**src/epoch_timing_pkg.sv**
```systemverilog
// constants for the station epoch and component divider timing
package epoch_timing_pkg;

    // =========================================================
    // timing standard and epoch periods
    // =========================================================
    localparam int STD_HZ        = 408_000;  // timing standard, counts/s
    localparam int EPOCH_S       = 30;       // common epoch period, s
    localparam int MUX_S         = 10;       // multiplex cycle, s
    localparam int TONE_CYCLES   = 34;       // lowest tone cycles per span
    localparam int TONE_SPAN_S   = 3;        // span holding those cycles, s
    localparam int EPOCH_COUNTS  = EPOCH_S * STD_HZ;
    localparam int MUX_COUNTS    = MUX_S * STD_HZ;
    localparam int MUX_PER_EPOCH = EPOCH_S / MUX_S;

    // =========================================================
    // component division ratios from the timing standard
    // =========================================================
    localparam int DIV_CARRIER_A = 40;       // 10.2 kHz
    localparam int DIV_CARRIER_B = 30;       // 13.6 kHz
    localparam int DIV_CARRIER_C = 36;       // 11-1/3 kHz
    localparam int DIV_TONE_HI   = 1_800;    // 226-2/3 Hz
    localparam int DIV_TONE_MID  = 9_000;    // 45-1/3 Hz
    localparam int DIV_TONE_LOW  =
        (TONE_SPAN_S * STD_HZ) / TONE_CYCLES; // 11-1/3 Hz
    localparam int DIV_SIDE      = 34;       // side frequency, plain default

endpackage : epoch_timing_pkg

```
**src/phase_divider.sv**
```systemverilog
// integer divider making one square wave component from the standard
`timescale 1ns/100ps

module phase_divider #(
    parameter int DIV   = 40,
    parameter int WIDTH = $clog2(DIV)
) (
    // clock and reset
    input  wire logic clock,
    input  wire logic rst,
    // standard count and realignment
    input  wire logic tick,
    input  wire logic resync,
    // component output
    output logic      wave,
    output logic      wraps
);

    localparam logic [WIDTH-1:0] LAST = WIDTH'(DIV - 1);
    localparam logic [WIDTH-1:0] HALF = WIDTH'(DIV / 2);
    localparam logic [WIDTH-1:0] ZERO = '0;
    localparam logic [WIDTH-1:0] ONE  = WIDTH'(1);

    logic [WIDTH-1:0] count;
    logic [WIDTH-1:0] next_count;

    // count of the next standard period; resync forces phase zero
    always_comb
    begin
        if (resync || count == LAST)
            next_count = ZERO;
        else
            next_count = count + ONE;
    end

    // wave rises as the count enters zero; reset parks at the last count
    always_ff @(posedge clock or posedge rst)
    begin
        if (rst)
        begin
            count <= LAST;
            wave  <= 1'b0;
            wraps <= 1'b0;
        end
        else if (tick)
        begin
            count <= next_count;
            wave  <= (next_count < HALF);
            wraps <= (next_count == ZERO);
        end
        else
            wraps <= 1'b0;
    end

endmodule : phase_divider

```
**src/station_epoch_divider_timing.sv**
```systemverilog
// station epoch counter and all signal component dividers
`timescale 1ns/100ps

// How it works
// - all components except the side divider rise through zero together at each epoch
// - epoch every 30 s, one at midnight
// - multiplex cycle of 10 s aligned to epochs
// - lowest tone makes 34 cycles per 3 s
// - carriers and tones integer multiples of lowest tone
// - every component divided from 408 kHz standard
// - side_align_pin requests the side divider be realigned to phase zero at the next epoch
// - side divider never jumps except on request
// - side frequency rises with others at midnight only if an alignment request is pending
// - side coincidence recurs every 30 times N s
// - flag epochs where side divider resets too
// - side realignment exact to one standard count
module station_epoch_divider_timing #(
    parameter int EPOCH_COUNTS = epoch_timing_pkg::EPOCH_COUNTS,
    parameter int MUX_COUNTS   = epoch_timing_pkg::MUX_COUNTS,
    parameter int DIV_TONE_MID = epoch_timing_pkg::DIV_TONE_MID,
    parameter int DIV_TONE_LOW = epoch_timing_pkg::DIV_TONE_LOW,
    parameter int DIV_SIDE     = epoch_timing_pkg::DIV_SIDE
) (
    // clock and reset
    input  wire logic clock,
    input  wire logic rst,
    // timing standard and time-of-day pins
    input  wire logic std_pin,
    input  wire logic midnight_pin,
    input  wire logic side_align_pin,
    // epoch markers
    output logic      epoch_strobe,
    output logic      mux_strobe,
    output logic      side_coincident,
    output logic      align_pending,
    // signal components
    output logic      carrier_a,
    output logic      carrier_b,
    output logic      carrier_c,
    output logic      tone_hi,
    output logic      tone_mid,
    output logic      tone_low,
    output logic      side_wave
);

    localparam int EW = $clog2(EPOCH_COUNTS);
    localparam logic [EW-1:0] E_LAST = EW'(EPOCH_COUNTS - 1);
    localparam logic [EW-1:0] E_ZERO = '0;
    localparam logic [EW-1:0] E_ONE  = EW'(1);
    localparam logic [EW-1:0] M_ONE  = EW'(MUX_COUNTS);
    localparam logic [EW-1:0] M_TWO  = EW'(2 * MUX_COUNTS);

    // =========================================================
    // pin synchronisers and standard edge
    // =========================================================
    logic [1:0] std_sync;
    logic [1:0] mid_sync;
    logic [1:0] align_sync;
    logic       std_last;
    logic       mid_last;
    logic       align_last;
    logic       tick;
    logic       mid_rise;
    logic       align_rise;

    // two flops per pin before any logic reads it
    always_ff @(posedge clock or posedge rst)
    begin
        if (rst)
        begin
            std_sync   <= 2'h0;
            mid_sync   <= 2'h0;
            align_sync <= 2'h0;
        end
        else
        begin
            std_sync   <= {std_sync[0], std_pin};
            mid_sync   <= {mid_sync[0], midnight_pin};
            align_sync <= {align_sync[0], side_align_pin};
        end
    end

    // edge history on the synchronised stage only
    always_ff @(posedge clock or posedge rst)
    begin
        if (rst)
        begin
            std_last   <= 1'b0;
            mid_last   <= 1'b0;
            align_last <= 1'b0;
        end
        else
        begin
            std_last   <= std_sync[1];
            mid_last   <= mid_sync[1];
            align_last <= align_sync[1];
        end
    end

    // one standard count per rising edge of the 408 kHz input
    assign tick       = std_sync[1] & ~std_last;
    assign mid_rise   = mid_sync[1] & ~mid_last;
    assign align_rise = align_sync[1] & ~align_last;

    // =========================================================
    // master epoch counter
    // =========================================================
    logic [EW-1:0] epoch_count;
    logic [EW-1:0] next_epoch_count;
    logic          mid_pending;
    logic          epoch_tick;

    // midnight forces the next count to phase zero of an epoch
    always_comb
    begin
        if (mid_pending || epoch_count == E_LAST)
            next_epoch_count = E_ZERO;
        else
            next_epoch_count = epoch_count + E_ONE;
    end

    assign epoch_tick = tick && (next_epoch_count == E_ZERO);

    // hold a midnight mark until the next standard count
    always_ff @(posedge clock or posedge rst)
    begin
        if (rst)
            mid_pending <= 1'b0;
        else if (mid_rise)
            mid_pending <= 1'b1;                     // set wins over clear
        else if (tick)
            mid_pending <= 1'b0;
    end

    // 30 s count of the standard; reset parks at the last count
    always_ff @(posedge clock or posedge rst)
    begin
        if (rst)
            epoch_count <= E_LAST;
        else if (tick)
            epoch_count <= next_epoch_count;
    end

    // one-cycle epoch and multiplex strobes
    always_ff @(posedge clock or posedge rst)
    begin
        if (rst)
        begin
            epoch_strobe <= 1'b0;
            mux_strobe   <= 1'b0;
        end
        else
        begin
            epoch_strobe <= epoch_tick;
            mux_strobe   <= tick && (next_epoch_count == E_ZERO
                         || next_epoch_count == M_ONE
                         || next_epoch_count == M_TWO);
        end
    end

    // =========================================================
    // component dividers, each pulled to zero at every epoch
    // =========================================================
    // epochs are whole multiples of every ratio, so this
    // resync never moves a healthy divider
    phase_divider #(.DIV(epoch_timing_pkg::DIV_CARRIER_A)) u_carrier_a (
        .clock (clock), .rst (rst), .tick (tick),
        .resync (epoch_tick), .wave (carrier_a), .wraps ()
    );

    phase_divider #(.DIV(epoch_timing_pkg::DIV_CARRIER_B)) u_carrier_b (
        .clock (clock), .rst (rst), .tick (tick),
        .resync (epoch_tick), .wave (carrier_b), .wraps ()
    );

    phase_divider #(.DIV(epoch_timing_pkg::DIV_CARRIER_C)) u_carrier_c (
        .clock (clock), .rst (rst), .tick (tick),
        .resync (epoch_tick), .wave (carrier_c), .wraps ()
    );

    phase_divider #(.DIV(epoch_timing_pkg::DIV_TONE_HI)) u_tone_hi (
        .clock (clock), .rst (rst), .tick (tick),
        .resync (epoch_tick), .wave (tone_hi), .wraps ()
    );

    phase_divider #(.DIV(DIV_TONE_MID)) u_tone_mid (
        .clock (clock), .rst (rst), .tick (tick),
        .resync (epoch_tick), .wave (tone_mid), .wraps ()
    );

    // 36000 counts: exactly 34 cycles in each 3 s
    phase_divider #(.DIV(DIV_TONE_LOW)) u_tone_low (
        .clock (clock), .rst (rst), .tick (tick),
        .resync (epoch_tick), .wave (tone_low), .wraps ()
    );

    // =========================================================
    // side frequency divider and its alignment
    // =========================================================
    logic side_resync;
    logic side_wraps;

    // realign only on request, and only at an epoch count
    assign side_resync = align_pending && epoch_tick;

    // an alignment request waits for the next epoch
    always_ff @(posedge clock or posedge rst)
    begin
        if (rst)
            align_pending <= 1'b0;
        else if (align_rise)
            align_pending <= 1'b1;
        else if (side_resync)
            align_pending <= 1'b0;
    end

    // free-running otherwise, so phase stays continuous
    phase_divider #(.DIV(DIV_SIDE)) u_side (
        .clock  (clock),
        .rst    (rst),
        .tick   (tick),
        .resync (side_resync),
        .wave   (side_wave),
        .wraps  (side_wraps)
    );

    // side wrap on the same count as an epoch: at most every 30*N s
    always_ff @(posedge clock or posedge rst)
    begin
        if (rst)
            side_coincident <= 1'b0;
        else
            side_coincident <= side_wraps && epoch_strobe;
    end
    // epoch_strobe and side_wraps are both registered on the same tick,
    // so the flag lands one clock after them

endmodule : station_epoch_divider_timing

```
**config.mk**
```make
export PLATFORM = sky130hd
export DESIGN_NAME = station_epoch_divider_timing
export DESIGN_NICKNAME = d
export VERILOG_FILES = /design/src/epoch_timing_pkg.sv /design/src/phase_divider.sv /design/src/station_epoch_divider_timing.sv
export SDC_FILE = /design/constraint.sdc
export NUM_CORES = 1
export LEC_CHECK = 0
export ABC_CLOCK_PERIOD_IN_PS = 4800
export CORE_MARGIN = 1.5
export CORE_UTILIZATION = 23
export DETAILED_ROUTE_END_ITERATION = 10
export DONT_BUFFER_PORTS = 1
export SYNTH_ARGS = -nofsm -noshare
export SYNTH_HDL_FRONTEND = slang
export SYNTH_SLANG_ARGS = --single-unit
```
**constraint.sdc**
```tcl
create_clock -name clock -period 4.8 [get_ports clock]
set_input_delay 0.72 -clock clock [delete_from_list [all_inputs] [get_ports clock]]
set_output_delay 0.72 -clock clock [all_outputs]
set_load 0.01 [all_outputs]
```
# Word level (Yosys, flattened, before mapping)
# Cells that the tools add are included.
# word_totals
ff_bits,110
input_bits,5
out_inout_bits,11
elab_cells,89
# classes
n_addsub,8
order_cmp,7
n_eq_ne,10
n_mux,13
bitwise_logic,6
n_reduce_logical,18
# ops
cell,n
$add A24 B1 Y24 const B,1
$eq A24 B22 Y1 const B,1
$eq A24 B23 Y1 const B,1
$eq A24 B24 Y1 const B,1
$logic_not A24 Y1,1
$mux W24,1
$add A6 B1 Y6 const B,3
$eq A6 B6 Y1 const B,3
$lt A6 B5 Y1 const B,3
$mux W6,3
$add A16 B1 Y16 const B,1
$eq A16 B16 Y1 const B,1
$lt A16 B15 Y1 const B,1
$mux W16,1
$add A14 B1 Y14 const B,1
$eq A14 B14 Y1 const B,1
$lt A14 B13 Y1 const B,1
$mux W14,1
$add A11 B1 Y11 const B,1
$eq A11 B11 Y1 const B,1
$lt A11 B10 Y1 const B,1
$mux W11,1
$logic_or A1 B1 Y1,10
$logic_not A6 Y1,1
9 further kinds,21

# Logic depth before layout (Yosys ltp)
# Gate-level depths: netlist (run 1).
# depth
depth_word,10
mapped_depth,14
depth_no_buf,10

# By module
# From an unflattened synthesis (run 1), not the netlist that was laid out.
# unflattened
hier_cells,854
hier_area_um2,7792.5
# modules_own_cells
module,n_inst,cells_each,area_per_inst_um2,seq_area_each_um2
station_epoch_divider_timing,1,274,2428.6,969.7
phase_divider at u_tone_low,1,163,1432.6,461.7
phase_divider at u_tone_mid,1,129,1107.3,409.1
phase_divider at u_tone_hi,1,102,920.9,332.8
phase_divider at u_carrier_a,1,50,513.0,205.2
phase_divider at u_side,1,53,504.2,202.7
phase_divider at u_carrier_c,1,49,499.2,203.9
phase_divider at u_carrier_b,1,34,386.6,180.2

# Least setup slack after synthesis (run 1)
# OpenSTA, ideal clock, no wires.
# synth_path
kind,register to register
from,reg epoch_count[1]
to,reg u_tone_mid.count[4]
setup_ps,76
arrival_time_ps,3126
required_ps,4724
path_slack_ps,1598
stages_incl_launch_ff,12
path_buffers,3
synth_period_minus_slack_ps,3202
path_cell_list,dfstp_2 buf_2 nand4_4 or4_1 buf_2 nor2b_1 mux2_2 a31o_2 a21o_1 buf_6 or4_1 o21ai_1
# synth_via
elab_chain_len,7
word_cells_on_any_way,8
classes_between,add/sub: 1; eq/ne: 1; mux: 2; reduce/logical: 4
# synth_lines
item,line,text
from (decl),station_epoch_divider_timing.sv:108,logic [EW-1:0] epoch_count;
from (signal assigned),station_epoch_divider_timing.sv:141,epoch_count <= next_epoch_count;
branches (longest 2 deep; another with $add A24 B1 Y24),--,
$mux W24 (*),station_epoch_divider_timing.sv:116,if (mid_pending || epoch_count == E_LAST)
$logic_not A24 Y1 (*),station_epoch_divider_timing.sv:122,assign epoch_tick = tick && (next_epoch_count == E_ZERO);
$logic_and A1 B1 Y1 (*),station_epoch_divider_timing.sv:122,
$logic_or A1 B1 Y1 (*),phase_divider.sv:30,if (resync || count == LAST)
$mux W14 (*),phase_divider.sv:30,
to (signal assigned),phase_divider.sv:47,count <= next_count;
to (decl),phase_divider.sv:24,logic [WIDTH-1:0] count;
# Every way passes the cells marked *.
# A chain may end at the register's enable or synchronous reset.

# Final worst setup path (run 1)
# layout_path
from,reg epoch_count[1]
to,reg u_carrier_a.count[4]
# layout_via
elab_chain_len,7
word_cells_on_any_way,8
classes_between,add/sub: 1; eq/ne: 1; mux: 2; reduce/logical: 4
# layout_lines
item,line
branches (longest 2 deep; another with $add A24 B1 Y24),--
$mux W24 (*),station_epoch_divider_timing.sv:116
$logic_not A24 Y1 (*),station_epoch_divider_timing.sv:122
$logic_and A1 B1 Y1 (*),station_epoch_divider_timing.sv:122
$logic_or A1 B1 Y1 (*),phase_divider.sv:30
$mux W6 (*),phase_divider.sv:30
to (signal assigned),phase_divider.sv:47
to (decl),phase_divider.sv:24
# Marks and branches as above.

==> results.json, run 1 <==
{
  "fin_crit_ns": 4.05,
  "wl_per_cell_um": 14.1,
  "track_usage_pct": 11.1,
  "num_vias": 5910,
  "cts-htree-levels": 3,
  "yosysTopAreaCellShare_pct": 21.4,
  "rr_worst_depth": 10,
  "synth.distinct_cells": 71,
  "io_buffers": 0,
  "dp_cells": 1163,
  "synth_fp_nets": 842,
  "ir_drop_mv": 0.165,
  "worstPathMaxFanout": 27,
  "pwr_density_cell_nw_per_um2": 286,
  "leakagePower_nw": 2.62,
  "post_cts.repair.setup_buffers": 0,
  "startpoint": "epoch_count[1]",
  "r2r_setup_slack_ns": 0.75,
  "place_congestion": 0.844,
  "finalHoldViolations": 0,
  "netlist_top_cells_area": "dfrtp_1 (21%), dfstp_2 (19%), nand2_1 (5.5%), o21ai_0 (4.1%), nand3_1 (3.6%)",
  "hold_ws_ns": 0.355,
  "rsz0062_at_grt": "false",
  "p_sw_mw": 0.666,
  "skew_ns": 0.0147,
  "die_x_um": 178,
  "dieHeight_um": 178,
  "min_path_type": "reg2reg",
  "crit_path_start_kind": "register",
  "slew_headroom_pct": 21.8,
  "fin_crit_sh_pct": 84.4,
  "clock_path_buffers": 2,
  "worst_pin_slew_ns": 1.17,
  "dp_hpwl_um": 10800,
  "async_reset_ff_share_pct": 100,
  "cp.arrival_ns": 4.31,
  "synthToLayoutAreaGrowth_pct": 7.58,
  "rows": 63,
  "syn-cell-area_um2": 7020,
  "switching_share_pct": 30.9,
  "drv_slew": 0,
  "end_kind": "register",
  "grt_pass1_vias": 5612,
  "cts_tree": "built",
  "outcome": "finished, final reports clean",
  "overflow": 0,
  "instances_no_fill": 1179,
  "grt_start_max_net_pins": 75,
  "grt_pass1_wl_um": 28500,
  "required_ns": 5.06,
  "via_per_inst": 5.01,
  "top_level_ports": 16,
  "fin_nets": 799,
  "synthFlopType": "dfrtp_1",
  "clkSinkCount": 110,
  "synth-edff-count": 0,
  "rr_endpoint": "u_carrier_a.count[4]",
  "final_cell_mix": "nand2_1 (103), dfrtp_1 (60), nor2_1 (58), o21ai_0 (57), nand3_1 (51)",
  "root_buffer": "clkbuf_16",
  "finalPower_mw": 2.16,
  "clkPwrFrac_pct": 35.0,
  "ys_seq_area_share_pct": 40.1,
  "ys_ff_latch": 110,
  "power_frac_seq_pct": 51.8,
  "cts-buffers-inserted": 9,
  "drcViolationCount": 0,
  "clk_pin_slew_worst_paths_ns": 0.08,
  "setup_viol": 0,
  "pwr-share-comb_pct": 13.2,
  "tns_ns": 0,
  "routed_wl_um": 16600,
  "core_region_area_um2": 29900,
  "synth_area_per_cell_um2": 8.49,
  "drt-initial-drc-count": 436,
  "drive_gt1_share_pct": 12.9,
  "drtPass1Iterations": 5,
  "num-fill-cells": 3166,
  "layout_commonest_cell": "nand2_1",
  "max_cap_viol_count": 0,
  "final_antenna_net_count": 0,
  "yosysTopAreaCell": "dfrtp_1",
  "cp-endpoint": "u_carrier_a.count[4]",
  "max_freq_mhz": 247,
  "internal_power_mw": 1.49,
  "initial_core_util_pct": 23.5,
  "setup.worst_path.class": "reg2reg",
  "die-area_um2": 31600,
  "diodes": 0,
  "synth_cells": 827,
  "synth_warnings": 0,
  "antenna_found_initial": 0,
  "cts.repair.resized": 0,
  "hold_buffers": 0,
  "r2r_start": "epoch_count[1]",
  "clock_latency_ns": 0.37
}
metal layers:
metal	track usage [%]	wire length, um	vias up	share of wire, %
li1	-	-	2929	-
met1	14.9	8130	2846	49
met2	17.7	7520	115	45
met3	1.37	567	20	3.4
met4	5.50	404	0	2.4
met5	0	0	-	0
flip-flops by register name, indices dropped and copies added (netlist names), 5 cells and up:
signal             flops
epoch_count           24
u_tone_low.count      16
u_tone_mid.count      14
u_tone_hi.count       11
u_carrier_a.count      6
u_carrier_c.count      6
u_side.count           6
u_carrier_b.count      5
synthesized netlist by cell type, types with 9 or more instances:
master / instances
nand2_1: 103
dfrtp_1: 60
nor2_1: 58
o21ai_0: 57
nand3_1: 51
dfstp_2: 50
clkbuf_1: 32
a21oi_1: 31
inv_1: 29
nor3_1: 24
xnor2_1: 22
o21ai_1: 20
a31oi_1: 19
o31ai_1: 18
nand4_1: 14
and3_1: 13
nor4_1: 13
a22o_1: 12
nand2b_1: 11
ha_1: 10
buf_2: 9
buf_4: 9
power by group through the flow:
| stage | Sequential, mW | Combinational [mW] | Clock [mW] |
|---|---|---|---|
| 2_1_floorplan | 1.09 | 0.250 | 0 |
| 3_3_place_gp | 1.13 | 0.284 | 0 |
| 3_5_place_dp | 1.13 | 0.288 | 0 |
| 4_1_cts | 1.12 | 0.289 | 0.786 |
| 5_1_grt | 1.13 | 0.328 | 0.817 |
| 6_report | 1.12 | 0.284 | 0.756 |
critical path, stage by stage, from the launching register on:
cell	delay, ns
dfstp_2	0.64
ha_1	0.30
nand3_2	0.19
or4_1	0.71
xnor2_1	0.19
nor4b_1	0.43
and4_1	0.46
a21o_1	0.17
buf_4	0.32
nor2_2	0.21
a32o_1	0.33
layout make-up:
class                      count  area, um2  area share [%]
multi-input combinational    627       3800            50.3
clock buffer                   9        225            2.98
tap                          390        488            6.46
inverter                      30        115            1.52
timing repair buffer           6       45.0           0.597
sequential                   110       2820            37.3
clock inverter                 7       62.6           0.829
how the worst min path moves through the flow:
stage | start | endpoint | slack (ns) | depth (start not counted)
2_1_floorplan | align_sync[0] | align_sync[1] | 0.33 | 0
3_3_place_gp | std_sync[0] | std_sync[1] | 0.34 | 0
3_5_place_dp | std_sync[0] | std_sync[1] | 0.35 | 0
4_1_cts | side_align_pin | align_sync[0] | 0.36 | 0
5_1_grt | side_align_pin | align_sync[0] | 0.36 | 0
6_report | std_sync[0] | std_sync[1] | 0.36 | 0
metrics by stage:
step                      util, %  instance area (um2)  worst slack, ns
final                        25.3                 7550            0.749
after global routing         25.3                 7550            0.554
after CTS                    25.3                 7550            0.819
after detailed placement     24.3                 7260            0.829
after global placement       24.3                 7260            0.905
after floorplan                 -                 7020             1.26
cells by family after synthesis:
family / share of synthesized area (%)
and+or+nand+nor: 25.4
buffers and inverters: 5.90
AOI/OAI and AO/OA: 21.7
DFF: 40.1
muxes: 1.48
xor gates and xnor gates: 3.62
adders and majority gates: 1.78
Note: power is estimated with default switching activity, not from simulation.
==> run 2: changes to the inputs <==
--- a/config.mk
+++ b/config.mk
@@ -5,7 +5,8 @@
 export SDC_FILE = /design/constraint.sdc
 export NUM_CORES = 1
 export LEC_CHECK = 0
-export ABC_CLOCK_PERIOD_IN_PS = 4800
+export ABC_AREA = 1
+export ABC_CLOCK_PERIOD_IN_PS = 3950
 export CORE_MARGIN = 1.5
 export CORE_UTILIZATION = 23
 export DETAILED_ROUTE_END_ITERATION = 10
==> constraint.sdc (replaced) <==
create_clock -name clock -period 3.95 [get_ports clock]
set_input_delay 0.5925 -clock clock [delete_from_list [all_inputs] [get_ports clock]]
set_output_delay 0.5925 -clock clock [all_outputs]
set_load 0.01 [all_outputs]
==> run 2 against run 1 <==
Against the previous run: clock skew is 0.0073 ns lower; critical path depth increased by 7; fmax up 30%; largest cell class unchanged; worst hold slack worse by 0.099 ns; largest power group unchanged; area after synthesis shrank 6.9%; sequential power increased by 40%; global-route usage down 0.16 points; highest routed layer unchanged; die area decreased by 6.8%; utilization is 0.73 points higher; critical endpoint is now u_tone_low.wave.
==> results.json, run 2 <==
{
  "dp_cells": 1257,
  "grt_start_max_net_pins": 80,
  "grt_pass1_vias": 5388,
  "top_register": "epoch_count",
  "die_x_um": 172,
  "fin_crit_ns": 3.13,
  "routed_wl_um": 15000,
  "path_buf_inv": 2,
  "drcViolationCount": 0,
  "post_cts.repair.setup_buffers": 0,
  "cpPeakStageDelay_ns": 0.55,
  "hold_buffers": 0,
  "required_ns": 4.25,
  "cp_top_family": "simple AND/OR/NAND/NOR gates",
  "drive_gt1_share_pct": 10.9,
  "synth.distinct_cells": 38,
  "die-area_um2": 29400,
  "root_buffer": "clkbuf_16",
  "critPathSlowestCell": "dfstp_2",
  "drv_slew": 0,
  "ir_drop_mv": 0.215,
  "place_congestion": 0.869,
  "hold_ws_ns": 0.256,
  "grt_use_met1_pct": 14.3,
  "ys_top_cells_by_count": "nand2_1 (225), inv_1 (112), nor2_1 (98), nand3_1 (89), o21ai_0 (81)",
  "clock_path_buffers": 2,
  "path_cells": "ha_1, nand3_2, nor2_1, nand3_2, nand2_4, inv_2, nand3_1, nand2_1, nor2_1, nand3_4, nand2_1, inv_2, nand3_1, nand2_1, nand3_1, nand3_1, nand2_1",
  "cts-buffers-inserted": 9,
  "clock_latency_ns": 0.36,
  "cts.repair.resized": 0,
  "cp.arrival_ns": 3.43,
  "setup.worst_path.class": "reg2reg",
  "synth_fp_nets": 911,
  "io_buffers": 0,
  "dieHeight_um": 172,
  "finalHoldViolations": 0,
  "worstPathMaxFanout": 25,
  "clk_pin_slew_worst_paths_ns": 0.07,
  "pwr_density_cell_nw_per_um2": 428,
  "outcome": "finished, final reports clean",
  "synth-edff-count": 0,
  "largest_reg_flops": 24,
  "synthFlopType": "dfrtp_1",
  "netlist_top_cells_area": "dfrtp_1 (23%), dfstp_2 (20%), nand2_1 (13%), nand3_1 (6.8%), inv_1 (6.4%)",
  "ys_ff_latch": 110,
  "synth_most_common_cell": "nand2_1",
  "design_area_um2": 7240,
  "crit_path_start_kind": "register",
  "diodes": 0,
  "clkSinkCount": 110,
  "synth_cells": 896,
  "initial_core_util_pct": 23.4,
  "grtUsageMet3_pct": 2.14,
  "synth_warnings": 0,
  "worst_pin_slew_ns": 1.01,
  "final_antenna_net_count": 0,
  "skew_ns": 0.00736,
  "dpl-instance-area_um2": 6950,
  "drtPass1Iterations": 5,
  "layout_commonest_cell": "nand2_1",
  "drt-initial-drc-count": 317,
  "max_cap_viol_count": 0,
  "num_vias": 5621,
  "synth_area_per_cell_um2": 7.29,
  "fin_crit_sh_pct": 79.2,
  "tns_ns": 0,
  "cts-htree-levels": 3,
  "syn-cell-area_um2": 6530,
  "dp_hpwl_um": 10700,
  "async_reset_ff_share_pct": 100,
  "rows": 61,
  "wl_per_cell_um": 11.8,
  "overflow": 0,
  "yosysTopAreaCellShare_pct": 23.0,
  "top_regs": "epoch_count (24), u_tone_low.count (16), u_tone_mid.count (14)",
  "setup_viol": 0,
  "instances_no_fill": 1273,
  "synthToLayoutAreaGrowth_pct": 10.9,
  "via_per_inst": 4.42,
  "slew_headroom_pct": 32.9,
  "ys_seq_area_share_pct": 43.1,
  "busiest_layer": "met2",
  "min_path_type": "in2reg",
  "rsz0062_at_grt": "false",
  "cts_tree": "built",
  "antenna_found_initial": 0,
  "yosysTopAreaCell": "dfrtp_1",
  "fin_nets": 905,
  "grt_pass1_wl_um": 25900,
  "leakagePower_nw": 3.09,
  "final_cell_mix": "nand2_1 (225), inv_1 (111), nor2_1 (97), nand3_1 (89), o21ai_0 (81)",
  "top_level_ports": 16,
  "end_kind": "register",
  "max_freq_mhz": 320,
  "gr-usage-met2_pct": 18.1,
  "track_usage_pct": 11.0,
  "core_region_area_um2": 27900
}
[run 2: changes by cell type after synthesis, moves of 13 or more]
cell and delta:
nand2_1 +122, inv_1 +83, nor2_1 +40, nand3_1 +38, o21ai_0 +24, xor2_1 +24
a21oi_1 -20, xnor2_1 -18, a31oi_1 -17, clkbuf_1 -17, o21ai_1 -16, nand4_1 +14
and3_1 -13, o31ai_1 -13
[run 2: kinds of logic (layout without fill, tap and decap cells)]
| kind of cell | after synthesis | after routing | share of synthesized area, % |
|---|---|---|---|
| and+or+nand+nor | 483 | 483 | 32.3 |
| buffers and inverters | 144 | 143 | 8.56 |
| AOI/OAI and AO/OA | 114 | 114 | 9.41 |
| DFF | 110 | 110 | 43.1 |
| xor gates and xnor gates | 35 | 35 | 4.69 |
| adders and majority gates | 10 | 10 | 1.92 |
[run 2: area by class of cell]
class | instances | area, um2
multi-input cells | 642 | 3160
inverters | 122 | 460
clock inverters | 5 | 41.3
fillers | 2996 | 20600
flip-flops and latches | 110 | 2820
repair buffers | 5 | 37.5
clock buffers | 11 | 253
well taps | 378 | 473
[run 2: power breakdown]
group	switching, mW	internal [mW]	total, mW
registers	0.185	1.39	1.57
logic	0.397	0.227	0.624
clock network	0.437	0.470	0.907
[run 2: metal layers]
| metal | wire length, um | part of all wire [%] | vias to the layer above |
|---|---|---|---|
| met3 | 549 | 3.7 | 13 |
| met5 | 0 | 0 | - |
| li1 | - | - | 2891 |
| met2 | 6850 | 46 | 85 |
| met1 | 7410 | 49 | 2632 |
| met4 | 216 | 1.4 | 0 |
[run 2: through the flow]
stage / setup slack (ns) / total power [mW] / utilization [%]
after floorplan: 0.538 / 2.05 / -
after global placement: 0.886 / 2.20 / 24.9
after detailed placement: 0.834 / 2.22 / 24.9
after CTS: 0.820 / 3.16 / 26.0
after global routing: 0.466 / 3.34 / 26.0
final: 0.823 / 3.10 / 26.0
[run 2: final timing paths]
check	from	endpoint	slack, ns	cells past startpoint
hold / removal	side_align_pin	align_sync[0]	0.26	0
max in group asynchronous	rst	u_tone_mid.count[0]	2.71	2
setup / recovery	epoch_count[0]	u_tone_low.wave	0.82	17
setup reg to reg	epoch_count[0]	u_tone_low.wave	0.82	17
min in group asynchronous	rst	mid_sync[0]	0.35	1
hold reg to reg	mid_sync[0]	mid_sync[1]	0.35	0
[run 2: worst reg2reg max path, delay by kind of cell (launching register included)]
kind	cells	cell delay, ns
DFF	1	0.55
and+or+nand+nor	14	2.04
buffers and inverters	2	0.25
adders and majority gates	1	0.24
==> run 3: changes to the inputs <==
--- a/config.mk
+++ b/config.mk
@@ -5,8 +5,8 @@
 export SDC_FILE = /design/constraint.sdc
 export NUM_CORES = 1
 export LEC_CHECK = 0
-export ABC_AREA = 1
-export ABC_CLOCK_PERIOD_IN_PS = 3950
+export ABC_AREA = 0
+export ABC_CLOCK_PERIOD_IN_PS = 2550
 export CORE_MARGIN = 1.5
 export CORE_UTILIZATION = 23
 export DETAILED_ROUTE_END_ITERATION = 10
==> constraint.sdc (replaced) <==
create_clock -name clock -period 2.55 [get_ports clock]
set_input_delay 0.3825 -clock clock [delete_from_list [all_inputs] [get_ports clock]]
set_output_delay 0.3825 -clock clock [all_outputs]
set_load 0.01 [all_outputs]
==> run 3 against run 2 <==
Against the previous run: worst hold slack got worse by 0.21 ns; routed wire length up 24%; global-route usage increased by 0.95 points; critical path type unchanged; cell count grew 1.5%; utilization increased by 5.0 points; count of clock-buffer cells in the layout down 2; flip-flop and latch count unchanged; register-to-register slack got worse by 1.3 ns; sequential share of layout area fell by 8.5 points; non-clock buffer count grew 113; sequential power increased by 34%; via count rose by 14%; the run now ends with setup timing left.
==> results.json, run 3 (same netlist as run 1, synthesis figures left out) <==
{
  "outcome": "complete, but fails checks",
  "violations": "setup timing",
  "rsz0062_at_grt": "true",
  "final_cell_mix": "nand2_1 (101), buf_4 (91), dfrtp_1 (60), nor2_1 (55), dfstp_2 (50)",
  "dp_hpwl_um": 11900,
  "finalHoldViolations": 0,
  "setup.worst_path.class": "reg2reg",
  "skew_ns": 0.0171,
  "busiest_layer": "met2",
  "grtUsageMet3_pct": 1.54,
  "gr-usage-met2_pct": 19.5,
  "drcViolationCount": 0,
  "grt_use_met1_pct": 16.0,
  "cts_tree": "built",
  "die-area_um2": 31600,
  "final_antenna_net_count": 0,
  "antenna_found_initial": 0,
  "diodes": 0,
  "fin_ws_ns": -0.481,
  "final_core_utilization_pct": 31.0,
  "top_level_ports": 16,
  "num_vias": 6431,
  "required_ns": 2.81,
  "cts-buffers-inserted": 9,
  "largest_reg_flops": 24,
  "clock_latency_ns": 0.36,
  "via_per_inst": 4.98,
  "leakagePower_nw": 3.41,
  "hp-start": "side_align_pin",
  "die_x_um": 178,
  "r2r_start": "epoch_count[6]",
  "grt_pass1_wl_um": 30900,
  "cp-endpoint": "u_tone_hi.count[3]",
  "rr_worst_depth": 10,
  "top_regs": "epoch_count (24), u_tone_low.count (16), u_tone_mid.count (14)",
  "wl_per_cell_um": 14.5,
  "track_usage_pct": 11.9,
  "cp.arrival_ns": 3.29,
  "min_path_type": "in2reg",
  "cts-htree-levels": 3,
  "clock_path_buffers": 2,
  "pre_cts_slack_ns": -0.636,
  "end_kind": "register",
  "worstPathMaxFanout": 7,
  "core_region_area_um2": 29900,
  "initial_core_util_pct": 23.5,
  "crit_path_start_kind": "register",
  "place_congestion": 0.837,
  "slew_headroom_pct": 38.5,
  "root_buffer": "clkbuf_16",
  "grt_pass1_vias": 6091,
  "fin_crit_ns": 3.03,
  "setup_viol": 75,
  "worst_pin_slew_ns": 0.914,
  "drtPass1Iterations": 5,
  "drive_gt1_share_pct": 33.5,
  "layout_commonest_cell": "nand2_1",
  "fin_crit_sh_pct": 119,
  "overflow": 0,
  "dieHeight_um": 178,
  "min_delay_path_depth": 0,
  "routed_wl_um": 18700,
  "clk_pin_slew_worst_paths_ns": 0.08,
  "ir_drop_mv": 0.350,
  "clkSinkCount": 110,
  "pwr_density_cell_nw_per_um2": 473,
  "rows": 63,
  "hold_ws_ns": 0.0486,
  "synthToLayoutAreaGrowth_pct": 32.1,
  "top_register": "epoch_count",
  "drt-initial-drc-count": 433,
  "max_freq_mhz": 330,
  "rr_endpoint": "u_tone_hi.count[3]",
  "grt_start_max_net_pins": 111,
  "max_cap_viol_count": 0,
  "r2r_setup_slack_ns": -0.48,
  "finalPower_mw": 4.38,
  "io_buffers": 0,
  "drv_slew": 0,
  "startpoint": "epoch_count[6]",
  "fin_nets": 912
}
run 3: changes by cell type in the layout (fill, tap and decap cells not counted), sizes merged, moves of 12 or more:
cell   change
nand4     -12
a21oi     +21
o31ai     +13
nor2      -42
nand3     -40
and3      +13
a31oi     +17
xnor2     +18
inv       -92
nand2    -125
buf      +112
xor2      -24
a22o      +12
run 3: area by class of cell:
class	instances	area, um2
Fill cell	3027	20600
Tap cell	390	488
Inverter	30	116
Clock inverter	7	68.8
Clock buffer	9	225
Multi-Input combinational cell	628	4520
Sequential cell	110	2820
Timing Repair Buffer	118	1040
run 3: power breakdown:
group | leakage [nW] | switching (mW) | internal [mW] | total [mW]
combinational | 2.00 | 0.472 | 0.403 | 0.875
sequential | 1.28 | 0.183 | 1.92 | 2.11
clock | 0.130 | 0.715 | 0.686 | 1.40
total | 3.41 | 1.37 | 3.01 | 4.38
run 3: metrics by stage:
step | setup TNS [ns] | cell area (um2) | instances
6_report | -27.01 | 9270 | 1292
4_1_cts | -25.68 | 8870 | 1289
2_1_floorplan | -23.70 | 7190 | 827
5_1_grt | -35.35 | 9270 | 1292
3_3_place_gp | -33.23 | 8180 | 1262
3_5_place_dp | -36.73 | 8180 | 1262
run 3: per-layer routing:
layer / vias up / routed length (um)
li1: 3167 / -
met1: 3149 / 8950
met2: 95 / 8940
met3: 20 / 502
met4: 0 / 288
met5: - / 0
run 3: what timing repair did:
| action | 4_1_cts | 5_1_grt |
|---|---|---|
| pin swaps | 24 | 30 |
| gates cloned | 1 | 1 |
| setup endpoints to repair | 84 | 78 |
| hold buffers | 0 | 0 |
| resized for setup | 65 | 56 |
| buffers inserted | 10 | 2 |
run 3: how the worst min path moves through the flow:
stage / slack [ns] / end
2_1_floorplan: 0.33 / align_sync[1]
3_3_place_gp: 0.34 / mid_sync[1]
3_5_place_dp: 0.34 / mid_sync[1]
4_1_cts: 0.04 / std_sync[0]
5_1_grt: 0.03 / align_sync[0]
6_report: 0.05 / align_sync[0]
run 3: worst max-delay path, stage by stage, from the launching register on:
cell and delay (ns):
dfstp_2 0.55, nand4_4 0.12, or4_4 0.59, nor2b_4 0.15, mux2_4 0.31, a31o_4 0.24, buf_6 0.13, a21oi_4 0.19
buf_6 0.17, nand3_4 0.17, o311ai_4 0.31
